===== config.mk =====
export PLATFORM = sky130hd
export DESIGN_NAME = acc_ctrl
export DESIGN_NICKNAME = d
export VERILOG_FILES = /design/src/hdl/acc_pkg.sv /design/src/hdl/acc_ctrl.sv /design/src/hdl/acc_pin_decode.sv
export SDC_FILE = /design/constraint.sdc
export NUM_CORES = 1
export LEC_CHECK = 0
export BUFFER_PORTS_ARGS = -buffer_cell sky130_fd_sc_hd__buf_2
export CORE_UTILIZATION = 37
export CTS_BUF_LIST = sky130_fd_sc_hd__clkbuf_16
export DETAILED_ROUTE_END_ITERATION = 6
export PLACE_DENSITY_LB_ADDON = 0.3
export SETUP_SLACK_MARGIN = 0.1
export SLEW_MARGIN = 40
export SYNTH_ARGS = -nofsm -noshare
export SYNTH_HDL_FRONTEND = slang
export SYNTH_SLANG_ARGS = --single-unit

===== constraint.sdc =====
create_clock -name i_clk -period 1.95 [get_ports i_clk]
set_clock_uncertainty 0.2 [all_clocks]
set_input_delay 0.195 -clock i_clk [delete_from_list [all_inputs] [get_ports i_clk]]
set_output_delay 0.195 -clock i_clk [all_outputs]
set_load 0.1 [all_outputs]

===== src/hdl/acc_pkg.sv =====
/*
 * Shared constants, types and helper functions for the converter channel and
 * configuration control block: register map, field positions, reset values,
 * conversion-clock divisors, acquisition lengths and the sequencer states.
 * Assumes a byte-wide register port and a single system clock.
 */
`default_nettype none

package acc_pkg;

    // Register port geometry
    localparam int ACC_ADDR_W = 4;
    localparam int ACC_DATA_W = 8;

    // Register indices on the plain register port
    localparam logic [3:0] ACC_ADDR_CTRL = 4'h0;   // conversion_control
    localparam logic [3:0] ACC_ADDR_REF = 4'h1;    // reference_port_config
    localparam logic [3:0] ACC_ADDR_TIM = 4'h2;    // timing_format_control
    localparam logic [3:0] ACC_ADDR_RESH = 4'h3;   // result_high
    localparam logic [3:0] ACC_ADDR_RESL = 4'h4;   // result_low
    localparam logic [3:0] ACC_ADDR_STAT = 4'h5;   // interrupt status, write one to clear
    localparam logic [3:0] ACC_ADDR_MASK = 4'h6;   // interrupt mask

    // Reset value and implemented-bit masks
    localparam logic [7:0] ACC_REG_RESET = 8'h00;
    localparam logic [7:0] ACC_CTRL_IMPL = 8'h3F;
    localparam logic [7:0] ACC_REF_IMPL = 8'h3F;
    localparam logic [7:0] ACC_TIM_IMPL = 8'hBF;
    localparam logic [7:0] ACC_IRQ_IMPL = 8'h01;

    // Field positions
    localparam int ACC_CTRL_EN_BIT = 0;
    localparam int ACC_CTRL_GO_BIT = 1;
    localparam int ACC_CTRL_CHS_LSB = 2;
    localparam int ACC_REF_VREF_LSB = 4;
    localparam int ACC_REF_PCFG_LSB = 0;
    localparam int ACC_TIM_JUST_BIT = 7;
    localparam int ACC_TIM_ACQ_LSB = 3;
    localparam int ACC_TIM_CLK_LSB = 0;
    localparam int ACC_IRQ_DONE_BIT = 0;

    // Converter geometry
    localparam int ACC_RES_W = 10;
    localparam int ACC_PIN_COUNT = 16;
    localparam int ACC_SMALL_PINS = 12;
    localparam logic [4:0] ACC_PCFG_LAST_SUM = 5'h0E;
    localparam logic [3:0] ACC_PCFG_ALL_ANALOG = 4'h0;
    localparam logic [3:0] ACC_PCFG_ALL_DIGITAL = 4'hF;

    // Divider and acquisition counter widths
    localparam int ACC_DIV_W = 7;
    localparam int ACC_ACQ_W = 5;
    localparam logic [6:0] ACC_DIV_ONE = 7'h01;
    localparam logic [6:0] ACC_DIV_ZERO = 7'h00;
    localparam logic [4:0] ACC_ACQ_ONE = 5'h01;
    localparam logic [4:0] ACC_ACQ_ZERO = 5'h00;

    // Conversion clock divisors, in system clocks per conversion-clock period
    localparam logic [6:0] ACC_DIV_2 = 7'h02;
    localparam logic [6:0] ACC_DIV_4 = 7'h04;
    localparam logic [6:0] ACC_DIV_8 = 7'h08;
    localparam logic [6:0] ACC_DIV_16 = 7'h10;
    localparam logic [6:0] ACC_DIV_32 = 7'h20;
    localparam logic [6:0] ACC_DIV_64 = 7'h40;
    localparam logic [6:0] ACC_DIV_RC = 7'h40;

    // Acquisition lengths in conversion-clock periods
    localparam logic [4:0] ACC_ACQ_0 = 5'h00;
    localparam logic [4:0] ACC_ACQ_2 = 5'h02;
    localparam logic [4:0] ACC_ACQ_4 = 5'h04;
    localparam logic [4:0] ACC_ACQ_6 = 5'h06;
    localparam logic [4:0] ACC_ACQ_8 = 5'h08;
    localparam logic [4:0] ACC_ACQ_12 = 5'h0C;
    localparam logic [4:0] ACC_ACQ_16 = 5'h10;
    localparam logic [4:0] ACC_ACQ_20 = 5'h14;

    // Sequencer states
    typedef enum logic [1:0] {
        ACC_ST_IDLE = 2'b00,
        ACC_ST_ACQ = 2'b01,
        ACC_ST_CONV = 2'b10
    } acc_state_t;

    // Request bundle towards the analogue converter core
    typedef struct packed {
        logic enable;
        logic sample;
        logic start;
        logic [1:0] vref;
        logic [3:0] channel;
    } acc_core_req_t;

    // Conversion-clock divisor from the clock select code
    function automatic logic [6:0] acc_tad_div(input logic [2:0] sel);
        logic [6:0] d;
        d = ACC_DIV_RC;
        case (sel)
            3'h0: d = ACC_DIV_2;
            3'h1: d = ACC_DIV_8;
            3'h2: d = ACC_DIV_32;
            3'h4: d = ACC_DIV_4;
            3'h5: d = ACC_DIV_16;
            3'h6: d = ACC_DIV_64;
            default: d = ACC_DIV_RC;
        endcase
        return d;
    endfunction

    // Acquisition length from the acquisition select code
    function automatic logic [4:0] acc_acq_len(input logic [2:0] sel);
        logic [4:0] n;
        n = ACC_ACQ_0;
        case (sel)
            3'h1: n = ACC_ACQ_2;
            3'h2: n = ACC_ACQ_4;
            3'h3: n = ACC_ACQ_6;
            3'h4: n = ACC_ACQ_8;
            3'h5: n = ACC_ACQ_12;
            3'h6: n = ACC_ACQ_16;
            3'h7: n = ACC_ACQ_20;
            default: n = ACC_ACQ_0;
        endcase
        return n;
    endfunction

endpackage

`default_nettype wire


===== src/hdl/acc_ctrl.sv =====
/*
 * Channel and configuration control for a ten-bit successive approximation
 * converter: control registers, conversion clock divider, acquisition and
 * conversion sequencer, result formatting and a masked interrupt.
 * Assumes an analogue core that converts after a start pulse and answers
 * with a one-cycle done pulse carrying the ten-bit result.
 */
// Chosen here: the plain strobed port and the register addresses.
// Functional notes
// - Capture a ten-bit unsigned conversion result.
// - Twelve or sixteen inputs by package.
// - Channel field picks input in binary.
// - Codes twelve up absent on small package.
// - Busy bit reads running; software sets it.
// - Enable bit powers the converter.
// - Top two bits read zero.
// - Reference field selects rails or externals.
// - Port code sets analogue or digital pins.
// - Upper four pin settings need large package.
// - Implemented bits read/write, reset to zero.
// - Timing register plus high/low result registers.
// - Done loads result, clears busy, flags.
// - Justify bit picks right or left alignment.
// - Programmed acquisition periods precede conversion.
// - Reset turns converter off, aborts conversion.
`timescale 1ns/1ps
`default_nettype none

module acc_ctrl
    import acc_pkg::*;
#(
    parameter bit LARGE_PKG = 1'b1  // One for sixteen inputs, zero for twelve
) (
    // Clock and reset
    input wire logic i_clk,
    input wire logic i_reset_n,
    // Register port
    input wire logic [ACC_ADDR_W-1:0] i_addr,
    input wire logic [ACC_DATA_W-1:0] i_wr_data,
    input wire logic i_wr_en,
    input wire logic i_rd_en,
    output logic [ACC_DATA_W-1:0] o_rd_data,
    // Converter core
    output acc_core_req_t o_core_req,
    input wire logic i_core_done,
    input wire logic [ACC_RES_W-1:0] i_core_result,
    // Pins and status
    output logic [ACC_PIN_COUNT-1:0] o_pin_analog,
    output logic o_channel_absent,
    output logic o_irq
);

    // Register state
    logic [7:0] ctrl_reg;       // Channel and enable; busy lives in the sequencer
    logic [7:0] ref_reg;        // Reference and port configuration
    logic [7:0] tim_reg;        // Justify, acquisition and clock select
    logic [7:0] res_hi_reg;     // Result high byte
    logic [7:0] res_lo_reg;     // Result low byte
    logic [7:0] stat_reg;       // Sticky interrupt status
    logic [7:0] mask_reg;       // Interrupt mask
    acc_state_t state_reg;      // Sequencer state
    acc_state_t state_next;
    logic [ACC_DIV_W-1:0] div_cnt_reg;  // Conversion clock divider
    logic [ACC_ACQ_W-1:0] acq_cnt_reg;  // Remaining acquisition periods
    logic [ACC_ACQ_W-1:0] acq_cnt_next;
    logic start_reg;            // One-cycle start pulse to the core
    acc_core_req_t core_req_next;

    // Address decode
    wire wr_ctrl = i_wr_en && (i_addr == ACC_ADDR_CTRL);
    wire wr_ref = i_wr_en && (i_addr == ACC_ADDR_REF);
    wire wr_tim = i_wr_en && (i_addr == ACC_ADDR_TIM);
    wire wr_stat = i_wr_en && (i_addr == ACC_ADDR_STAT);
    wire wr_mask = i_wr_en && (i_addr == ACC_ADDR_MASK);

    // Field views
    wire conv_enable = ctrl_reg[ACC_CTRL_EN_BIT];
    wire [3:0] channel_sel = ctrl_reg[ACC_CTRL_CHS_LSB +: 4];
    wire [1:0] reference_select = ref_reg[ACC_REF_VREF_LSB +: 2];
    wire [3:0] pin_analog_config = ref_reg[ACC_REF_PCFG_LSB +: 4];
    wire result_justify = tim_reg[ACC_TIM_JUST_BIT];
    wire [2:0] acquisition_time_sel = tim_reg[ACC_TIM_ACQ_LSB +: 3];
    wire [2:0] conversion_clock_sel = tim_reg[ACC_TIM_CLK_LSB +: 3];
    wire busy = (state_reg != ACC_ST_IDLE);
    wire [7:0] status_byte = (ctrl_reg & ACC_CTRL_IMPL) | (8'(busy) << ACC_CTRL_GO_BIT);

    // Start request: a write of the busy bit with the enable bit set in the same write, while idle
    wire wr_enable = i_wr_data[ACC_CTRL_EN_BIT];
    wire start_req = wr_ctrl && i_wr_data[ACC_CTRL_GO_BIT] && wr_enable && !busy;
    // Clearing the enable bit kills whatever is in flight
    wire abort = wr_ctrl && !wr_enable;

    // Conversion clock ticks only while the sequencer runs
    wire [ACC_DIV_W-1:0] tad_div = acc_tad_div(conversion_clock_sel);
    wire tad_tick = busy && (div_cnt_reg == (tad_div - ACC_DIV_ONE));
    wire [ACC_ACQ_W-1:0] acq_len = acc_acq_len(acquisition_time_sel);

    // Result placement at the end of conversion
    wire done_evt = (state_reg == ACC_ST_CONV) && i_core_done && !abort;
    wire [7:0] res_hi_fmt = result_justify ? {6'h00, i_core_result[9:8]} : i_core_result[9:2];
    wire [7:0] res_lo_fmt = result_justify ? i_core_result[7:0] : {i_core_result[1:0], 6'h00};

    // Read mux; unmapped addresses read zero
    wire [7:0] rd_mux =
        (i_addr == ACC_ADDR_CTRL) ? status_byte :
        (i_addr == ACC_ADDR_REF) ? (ref_reg & ACC_REF_IMPL) :
        (i_addr == ACC_ADDR_TIM) ? (tim_reg & ACC_TIM_IMPL) :
        (i_addr == ACC_ADDR_RESH) ? res_hi_reg :
        (i_addr == ACC_ADDR_RESL) ? res_lo_reg :
        (i_addr == ACC_ADDR_STAT) ? stat_reg :
        (i_addr == ACC_ADDR_MASK) ? mask_reg : 8'h00;

    // Small package has no inputs twelve to fifteen; flag selection of them
    wire absent_next = !LARGE_PKG && (channel_sel >= 4'(ACC_SMALL_PINS));

    // Sequencer next state
    always_comb begin
        state_next = state_reg;
        acq_cnt_next = acq_cnt_reg;
        case (state_reg)
            ACC_ST_IDLE: begin
                if (start_req && (acq_len == ACC_ACQ_ZERO)) begin
                    state_next = ACC_ST_CONV;
                end else if (start_req) begin
                    state_next = ACC_ST_ACQ;
                    acq_cnt_next = acq_len;
                end
            end
            ACC_ST_ACQ: begin
                if (abort) begin
                    state_next = ACC_ST_IDLE;
                end else if (tad_tick && (acq_cnt_reg == ACC_ACQ_ONE)) begin
                    state_next = ACC_ST_CONV;
                    acq_cnt_next = ACC_ACQ_ZERO;
                end else if (tad_tick) begin
                    acq_cnt_next = ACC_ACQ_W'(acq_cnt_reg - ACC_ACQ_ONE);
                end
            end
            ACC_ST_CONV: begin
                if (abort || done_evt) begin
                    state_next = ACC_ST_IDLE;
                end
            end
            default: begin
                state_next = ACC_ST_IDLE;
            end
        endcase
    end

    // Core request; sampling runs whenever enabled and not converting
    always_comb begin
        core_req_next.enable = conv_enable;
        core_req_next.sample = conv_enable && (state_reg != ACC_ST_CONV);
        core_req_next.start = start_reg;
        core_req_next.vref = reference_select;
        core_req_next.channel = channel_sel;
    end

    // Control registers; only implemented bits are stored
    always_ff @(posedge i_clk or negedge i_reset_n) begin
        if (!i_reset_n) begin
            ctrl_reg <= ACC_REG_RESET;
            ref_reg <= ACC_REG_RESET;
            tim_reg <= ACC_REG_RESET;
            mask_reg <= ACC_REG_RESET;
        end else begin
            if (wr_ctrl) begin
                ctrl_reg <= i_wr_data & ACC_CTRL_IMPL & ~(8'h01 << ACC_CTRL_GO_BIT);
            end
            if (wr_ref) begin
                ref_reg <= i_wr_data & ACC_REF_IMPL;
            end
            if (wr_tim) begin
                tim_reg <= i_wr_data & ACC_TIM_IMPL;
            end
            if (wr_mask) begin
                mask_reg <= i_wr_data & ACC_IRQ_IMPL;
            end
        end
    end

    // Sticky status: a done in the same cycle as a clear stays set
    always_ff @(posedge i_clk or negedge i_reset_n) begin
        if (!i_reset_n) begin
            stat_reg <= ACC_REG_RESET;
        end else begin
            stat_reg <= ((stat_reg & ~(wr_stat ? i_wr_data : 8'h00))
                | (8'(done_evt) << ACC_IRQ_DONE_BIT)) & ACC_IRQ_IMPL;
        end
    end

    // Result pair; not cleared by reset, so software must not trust it before a done
    always_ff @(posedge i_clk) begin
        if (done_evt) begin
            res_hi_reg <= res_hi_fmt;
            res_lo_reg <= res_lo_fmt;
        end
    end

    // Sequencer, divider and start pulse
    always_ff @(posedge i_clk or negedge i_reset_n) begin
        if (!i_reset_n) begin
            state_reg <= ACC_ST_IDLE;
            acq_cnt_reg <= ACC_ACQ_ZERO;
            div_cnt_reg <= ACC_DIV_ZERO;
            start_reg <= 1'b0;
        end else begin
            state_reg <= state_next;
            acq_cnt_reg <= acq_cnt_next;
            div_cnt_reg <= (!busy || tad_tick) ? ACC_DIV_ZERO : ACC_DIV_W'(div_cnt_reg + ACC_DIV_ONE);
            start_reg <= (state_next == ACC_ST_CONV) && (state_reg != ACC_ST_CONV);
        end
    end

    // Outputs from flops
    always_ff @(posedge i_clk or negedge i_reset_n) begin
        if (!i_reset_n) begin
            o_rd_data <= 8'h00;
            o_core_req <= '0;
            o_channel_absent <= 1'b0;
        end else begin
            o_rd_data <= i_rd_en ? rd_mux : 8'h00;
            o_core_req <= core_req_next;
            o_channel_absent <= absent_next;
        end
    end

    assign o_irq = |(stat_reg & mask_reg);

    // Pin mode decoder
    acc_pin_decode #(
        .LARGE_PKG(LARGE_PKG)
    ) u_pin_decode (
        .i_clk(i_clk),
        .i_reset_n(i_reset_n),
        .i_pcfg(pin_analog_config),
        .o_analog(o_pin_analog)
    );

    // Busy bit on read mirrors the sequencer of the cycle before
    chk_busy_readback: assert property (@(posedge i_clk) disable iff (!i_reset_n)
        (i_rd_en && (i_addr == ACC_ADDR_CTRL)) |=> (o_rd_data[ACC_CTRL_GO_BIT] == $past(busy)))
        else $error("busy bit read back wrong");

    // Start with the converter off leaves the sequencer idle
    chk_start_when_off: assert property (@(posedge i_clk) disable iff (!i_reset_n)
        (wr_ctrl && i_wr_data[ACC_CTRL_GO_BIT] && !wr_enable) |=> (state_reg == ACC_ST_IDLE))
        else $error("start taken while disabled");

    // Done returns to idle and raises the flag
    chk_done_flags: assert property (@(posedge i_clk) disable iff (!i_reset_n)
        done_evt |=> (!busy && stat_reg[ACC_IRQ_DONE_BIT]))
        else $error("done did not clear busy and set flag");

    // Unimplemented upper bits read zero
    chk_upper_bits_zero: assert property (@(posedge i_clk) disable iff (!i_reset_n)
        (i_rd_en && ((i_addr == ACC_ADDR_CTRL) || (i_addr == ACC_ADDR_REF))) |=> (o_rd_data[7:6] == 2'b00))
        else $error("unimplemented bits read non-zero");

    // Disabling aborts any conversion at once; the core sees enable drop one edge later
    chk_disable_aborts: assert property (@(posedge i_clk) disable iff (!i_reset_n)
        abort |=> !busy ##1 !o_core_req.enable)
        else $error("disable did not abort");

    // An accepted start shows as busy from the next edge
    chk_busy_on_start: assert property (@(posedge i_clk) disable iff (!i_reset_n)
        start_req |=> busy)
        else $error("start did not raise busy");

    // Write one clears the flag when no done arrives in the same cycle
    chk_status_clear: assert property (@(posedge i_clk) disable iff (!i_reset_n)
        (wr_stat && i_wr_data[ACC_IRQ_DONE_BIT] && !done_evt) |=> !stat_reg[ACC_IRQ_DONE_BIT])
        else $error("status flag not cleared");

    // Zero acquisition starts the core two edges after the write
    chk_acq_zero_start: assert property (@(posedge i_clk) disable iff (!i_reset_n)
        (start_req && (acq_len == ACC_ACQ_ZERO)) |=> (state_reg == ACC_ST_CONV) ##1 o_core_req.start)
        else $error("immediate conversion did not start");

    // Last acquisition period moves into conversion
    chk_acq_to_conv: assert property (@(posedge i_clk) disable iff (!i_reset_n)
        ((state_reg == ACC_ST_ACQ) && tad_tick && (acq_cnt_reg == ACC_ACQ_ONE) && !abort)
        |=> (state_reg == ACC_ST_CONV) ##1 o_core_req.start)
        else $error("acquisition end did not start conversion");

    // Right justified result keeps the high byte upper bits clear
    chk_right_justify: assert property (@(posedge i_clk) disable iff (!i_reset_n)
        (done_evt && result_justify) |=> ((res_hi_reg[7:2] == 6'h00) && (res_lo_reg == $past(i_core_result[7:0]))))
        else $error("right justified result misplaced");

    // Left justified result keeps the low byte lower bits clear
    chk_left_justify: assert property (@(posedge i_clk) disable iff (!i_reset_n)
        (done_evt && !result_justify) |=> ((res_lo_reg[5:0] == 6'h00) && (res_hi_reg == $past(i_core_result[9:2]))))
        else $error("left justified result misplaced");

    // Channel written reaches the core two edges later
    chk_channel_drive: assert property (@(posedge i_clk) disable iff (!i_reset_n)
        wr_ctrl |=> ##1 (o_core_req.channel == $past(i_wr_data[ACC_CTRL_CHS_LSB +: 4], 2)))
        else $error("channel select not driven");

endmodule // acc_ctrl

`default_nettype wire


===== src/hdl/acc_pin_decode.sv =====
/*
 * Pin mode decoder: turns the port configuration code into one analogue
 * flag per input, registered.
 * Assumes the code comes from a register in the same clock domain.
 */
`timescale 1ns/1ps
`default_nettype none

module acc_pin_decode
    import acc_pkg::*;
#(
    parameter bit LARGE_PKG = 1'b1
) (
    // Clock and reset
    input wire logic i_clk,
    input wire logic i_reset_n,
    // Configuration
    input wire logic [3:0] i_pcfg,
    // Pin modes, one means analogue
    output logic [ACC_PIN_COUNT-1:0] o_analog
);

    logic [ACC_PIN_COUNT-1:0] analog_next;  // Decoded modes before the flop

    // One decoder per input; code k leaves inputs whose index plus k is at most 14 analogue, code zero leaves every input analogue
    genvar gi;
    generate
        for (gi = 0; gi < ACC_PIN_COUNT; gi++) begin : g_pin
            wire pin_exists = LARGE_PKG || (gi < ACC_SMALL_PINS);
            wire [4:0] sum = 5'(gi) + {1'b0, i_pcfg};
            wire code_analog = (i_pcfg == ACC_PCFG_ALL_ANALOG) || (sum <= ACC_PCFG_LAST_SUM);
            assign analog_next[gi] = pin_exists && code_analog;
        end
    endgenerate

    // Registered so pad mode muxes see a clean level
    always_ff @(posedge i_clk or negedge i_reset_n) begin
        if (!i_reset_n) begin
            o_analog <= '0;
        end else begin
            o_analog <= analog_next;
        end
    end

    // All digital code leaves no analogue input
    chk_all_digital_code: assert property (@(posedge i_clk) disable iff (!i_reset_n)
        (i_pcfg == ACC_PCFG_ALL_DIGITAL) |=> (o_analog == '0))
        else $error("all-digital code left an analogue input");

    // Absent inputs never turn analogue on the small package
    chk_small_pkg_pins: assert property (@(posedge i_clk) disable iff (!i_reset_n)
        !LARGE_PKG |-> (o_analog[ACC_PIN_COUNT-1:ACC_SMALL_PINS] == '0))
        else $error("absent input marked analogue");

endmodule // acc_pin_decode

`default_nettype wire


# Yosys cells after proc, flatten, opt, wreduce, memory -nomap -nowiden
# Index checks and enable logic that the tools add are counted.
totals:
  register_bits: 84
  out_inout_bits: 35
  wordCells: 158
op_classes:
  n_eq_ne: 27
  reduce_logical: 46
  addsub: 18
  magnitude_cmp: 16
  mux: 26
  bitwise_logic: 5
op_table:
  columns: ["op", "count"]
  rows:
  - ["$le A5 B4 Y1 const B", 15]
  - ["$mux W8", 7]
  - ["$add A4 B4 Y5 const A", 8]
  - ["$pmux W5 S7", 1]
  - ["$pmux W7 S5", 1]
  - ["$mux W5", 5]
  - ["$add A3 B4 Y5 const A", 4]
  - ["$eq A3 B3 Y1 const B", 6]
  - ["$logic_or A1 B1 Y1", 18]
  - ["$logic_and A1 B1 Y1", 16]
  - ["$eq A4 B3 Y1 const B", 3]
  - ["$mux W2", 6]
  - ["$add A2 B4 Y5 const A", 2]
  - ["$pmux W5 S2", 1]
  - ["$eq A3 B2 Y1 const B", 3]
  - ["$eq A4 B2 Y1 const B", 2]
  - ["$logic_not A4 Y1", 2]
  - ["$ne A2 B2 Y1 const B", 4]
  - ["$reduce_or A8 Y1", 1]
  - ["$add A7 B1 Y7 const B", 1]
  - ["$eq A7 B7 Y1", 1]
  - ["$mux W7", 1]
  - ["$sub A7 B1 Y7 const B", 1]
  - ["$eq A3 B1 Y1 const B", 2]
  - ["other kinds (20)", 27]

# Depth between registers and ports, before layout
depth:
  word_depth: 11
  depth_mapped: 8

# By module
# Synthesis repeated with hierarchy kept, for this count alone.
unflattened:
  hier_cells: 376
  hier_area_um2: 4167.7
by_module_without_submodules:
  columns: ["mod", "area_each_um2", "seq_area_each_um2", "cells_per_inst", "n_inst"]
  rows:
  - ["acc_ctrl", 3189.3, 1781.7, 276, 1]
  - ["acc_pin_decode", 978.4, 400.4, 100, 1]

# Worst setup path before layout
# Ideal clock, no wire load.
synth_timing:
  path_kind: "register to register"
  start: "register tim_reg[1]"
  end: "register start_reg"
  setup_slack_ns: -0.210
  synth_period_minus_slack_ns: 2.160
  setup_ns: 0.074
  stages_incl_launch_ff: 7
  n_path_buf: 0
  t_required_ns: 1.676
  t_arrival_ns: 1.886
  cell_sequence: "dfrtp_1 -> or4_1 -> a21oi_2 -> a2bb2oi_2 -> nand4b_2 -> or3b_1 -> a21oi_2"
synth_via:
  elab_chain_cells: 11
synth_rtl:
  columns: ["item", "line_no", "source"]
  rows:
  - ["start, declared", "acc_ctrl.sv:56", "logic [7:0] tim_reg;"]
  - ["start signal, assigned", "acc_ctrl.sv:174", "tim_reg <= i_wr_data & ACC_TIM_IMPL;"]
  - ["$eq A3 B3 Y1 (tied with other cells)", "acc_pkg.sv:97", "case (sel)"]
  - ["$pmux W7 S5 (*)", "acc_pkg.sv:97", null]
  - ["$sub A7 B1 Y7 (*)", "acc_ctrl.sv:95", "wire tad_tick = busy && (div_cnt_reg == (tad_div - ACC_DIV_ONE));"]
  - ["$eq A7 B7 Y1 (*)", "acc_ctrl.sv:95", null]
  - ["$logic_and A1 B1 Y1 (*)", "acc_ctrl.sv:95", null]
  - ["$logic_and A1 B1 Y1 (*)", "acc_ctrl.sv:132", "end else if (tad_tick && (acq_cnt_reg == ACC_ACQ_ONE)) begin"]
  - ["$mux W2 (*)", "acc_ctrl.sv:132", null]
  - ["$mux W2 (*)", "acc_ctrl.sv:130", "if (abort) begin"]
  - ["$pmux W2 S3 (*)", "acc_ctrl.sv:120", "case (state_reg)"]
  - ["$eq A2 B2 Y1 (*)", "acc_ctrl.sv:211", "start_reg <= (state_next == ACC_ST_CONV) && (state_reg != ACC_ST_CONV);"]
  - ["$logic_and A1 B1 Y1 (*)", "acc_ctrl.sv:211", null]
  - ["end signal, assigned", "acc_ctrl.sv:211", null]
  - ["end, declared", "acc_ctrl.sv:66", "logic start_reg;"]
# Every way passes the cells marked *; elsewhere a longest branch is shown, timed or not.
# A chain may end at the register's enable or synchronous reset.

# Worst setup path in the final report
# Ends and elaborated chain as after synthesis.

==> impl_metrics.csv <==
group,metric,value,unit
clock_tree,cts_tree,"built",
layout,n_antenna_cell,0,
power_and_ir_drop,p_leak,0.00239,uW
power_and_ir_drop,power_density,1190,nW/um^2
hold_path,hold_path.class,"primary input to flop",
grt,grt_pass1_wl,15300,um
timing,finalCriticalPeriod,2220,ps
layout,multi_input_area,1860,um^2
route,avgRoutedWirePerCell,15.2,um
synth,yosysUniqueCellTypes,54,
place,gp_congestion,0.836,
layout,nFillCells,948,
timing,holdWs,34.6,ps
synth,ys_top_cells_by_area,"dfrtp_1 (42%), edfxtp_1 (12%), mux2_2 (5.6%)",
route,antenna_left,0,
synth,ys.flop_type,"dfrtp_1",
worst_setup_path,crit_family,"simple AND/OR/NAND/NOR gates",
timing,maxSlewHeadroom,51.0,%
hold_path,min_from,"i_addr[3]",
timing,report.final.slew_viol_count,0,
layout,fin_nets,526,
run,maxCapViolations,0,
grt,grt-ovfl-total,0,
route,drcViolationCount,0,
place,port_buffers,59,
worst_setup_path,crit_start,"tim_reg[1]",
grt,grt_usage,17.6,%
synth,syn_avg_cell_area,10.9,um^2
timing,worstMarginPinSlew,733,ps
worst_setup_path,max_stage_delay,540,ps
grt,antenna_found_initial,0,
floorplan,rows,37,
place,dp_hpwl,6740,um
route,detail_route.vias_per_cell,5.09,
layout,layout-drive-gt1-share,32.0,%
worst_setup_path,cp_num_buf_inv,0,
route,dr.first_iter.drc_count,182,
clock_tree,root_buffer,"clkbuf_16",
worst_setup_path,arrival,2280,ps
worst_setup_path,cp.required,2010,ps
clock_tree,clkSlewWorstSetupHoldPaths,60,ps
timing,fmax,451,MHz
synth,yosysWarnings,0,
floorplan,die_h,107,um
layout,largestRegisters,"u_pin_decode.o_analog: 16 flops, o_core_req: 9 flops",
synth,ys_ff_latch,84,
worst_setup_path,cp-end-kind,"flop",
grt,grt_pass1_vias,3056,
worst_setup_path,cpMaxStageDelayCell,"or4_4",
outcome,status,"finished, violations left",
synth,synth.largest_area_cell,"dfrtp_1",
worst_setup_path,reg2reg_slack,-270,ps
power_and_ir_drop,max-vdd-ir-drop,0.911,mV
worst_setup_path,timing.rr.start,"tim_reg[1]",
outcome,violations,"setup timing",
place,dpl_cell_area,4730,um^2
floorplan,initial_utilization,38.8,%
synth,postSynthCellCount,373,
worst_setup_path,startpoint_type,"flop",
timing,rsz0062_at_grt,"true",
clock_tree,cts.sinks,84,
synth,synthArstFlopShare,81.0,%
timing,setup_viol,14,
clock_tree,clkLatencyLatePin,340,ps
synth,synth_fp_nets,415,
floorplan,die_w,107,um
synth,synth_common_cells,"dfrtp_1 (68), nor2_1 (29), nand2_1 (26)",
layout,fin_area,5400,um^2
synth,post-synth-top-count-cell,"dfrtp_1",
clock_tree,h-tree-depth,3,
layout,areaGrowthSynthToFinish,33.1,%
timing,final_hold_viol_count,0,
clock_tree,numCtsBuffers,9,
synth,synth_edf_count,16,
worst_setup_path,crit_type,"flop to flop",
layout,seq_area,2180,um^2
clock_tree,clockBufferDepth,2,
layout,top_register,"u_pin_decode.o_analog",
route,dr.pass1.iters,4,
worst_setup_path,path_cells,"or4_4 > a21oi_4 > a2bb2oi_4 > nand4b_4 > or3b_1 > a21oi_2",
grt,grt_start_max_net_pins,41,
floorplan,die-area,11400,um^2
route,vias,3178,
synth,syn_area,4060,um^2
worst_setup_path,path_max_fanout,4,
timing,worst_slack,-268,ps
layout,largest_reg_flops,16,
route,routed_wl,9470,um
timing,post-route-period-util,114,%
synth,yosysSeqAreaShare,53.8,%
synth,yosys.area.top_type_share,42.0,%
floorplan,core_area,10500,um^2
floorplan,io_pins,62,
[per-layer routing]
metal  vias to the layer above  GRT usage (%)  wire length, um
li1                       1538              -                -
met1                      1534           23.3             4260
met2                        93           28.2             4630
met3                        13           3.71              423
met4                         0           7.34              158
met5                         -              0                0
[cell usage in the layout, fill, tap and decap left out, types with 3 or more instances in the layout]
master,n
dlygate4sd3_1,20
edfxtp_1,16
mux2_2,20
nand2_1,24
and2_1,12
and3_1,4
a31oi_1,9
a21oi_1,20
buf_4,32
nor2_1,25
o21ai_1,5
nand2b_1,3
mux2i_1,5
dfrtp_1,67
o21a_1,4
xnor2_1,7
nor2b_1,13
nand4_1,3
o21ai_0,14
o32ai_1,4
inv_1,16
ha_1,15
nor3_1,12
nand3_1,9
clkbuf_16,10
buf_2,59
buf_6,4
[logic make-up (layout without fill, tap and decap cells)]
logic type      count (synthesis)  after routing  share of synthesized area [%]
other cells                     1              1                         0.0925
compound gates                 77             77                           12.1
fa+ha+maj                      15             15                           4.63
simple gates                  128            128                           16.8
flops                          84             84                           53.8
xor+xnor                        9              9                           1.94
mux                            26             26                           7.44
buf+inv                        33            148                           3.18
[through the flow]
| step | power, uW | cells | setup TNS, ps | util, % | setup slack [ps] |
|---|---|---|---|---|---|
| floorplan | 4050 | 373 | -501 | - | -203 |
| global placement | 4590 | 585 | -1480 | 45.3 | -193 |
| detailed placement | 4620 | 585 | -2310 | 45.3 | -275 |
| global route | 6730 | 624 | -3430 | 51.6 | -337 |
| CTS | 6430 | 623 | -1580 | 50.7 | -237 |
| finish | 6420 | 624 | -2640 | 51.6 | -268 |
[power by group]
part / switching (uW) / internal (uW)
sequential: 177 / 2060
clock: 665 / 1060
combinational: 1790 / 675
total: 2630 / 3790
[area by class of cell]
class                   instances  share of cell area, %
well taps                     136                   3.15
inverters                      16                   1.11
clock inverters                 5                  0.950
flip-flops and latches         84                   40.4
clock buffers                  10                   4.63
multi-input cells             256                   34.5
repair buffers                117                   15.2
[timing repair]
action / in CTS / in global routing
hold buffers: 20 / 0
resized for setup: 14 / 19
setup buffers: 3 / 1
hold endpoints to repair: 105 / 0
setup endpoints to repair: 14 / 34
pin swaps: 0 / 7
[tightest hold or removal path, stage by stage]
cell and delay, ps:
buf_2 100, nor3b_2 60, nand3_1 90, o21ai_0 70
[final timing paths]
kind	end	depth (start not counted)
min in group asynchronous	u_pin_decode.o_analog[1]	2
max reg2reg	start_reg	6
max	start_reg	6
max in group asynchronous	ref_reg[0]	3
min	mask_reg[0]	4
min reg2reg	o_core_req[6]	0
No activity file was read; power rests on OpenSTA's default activity.
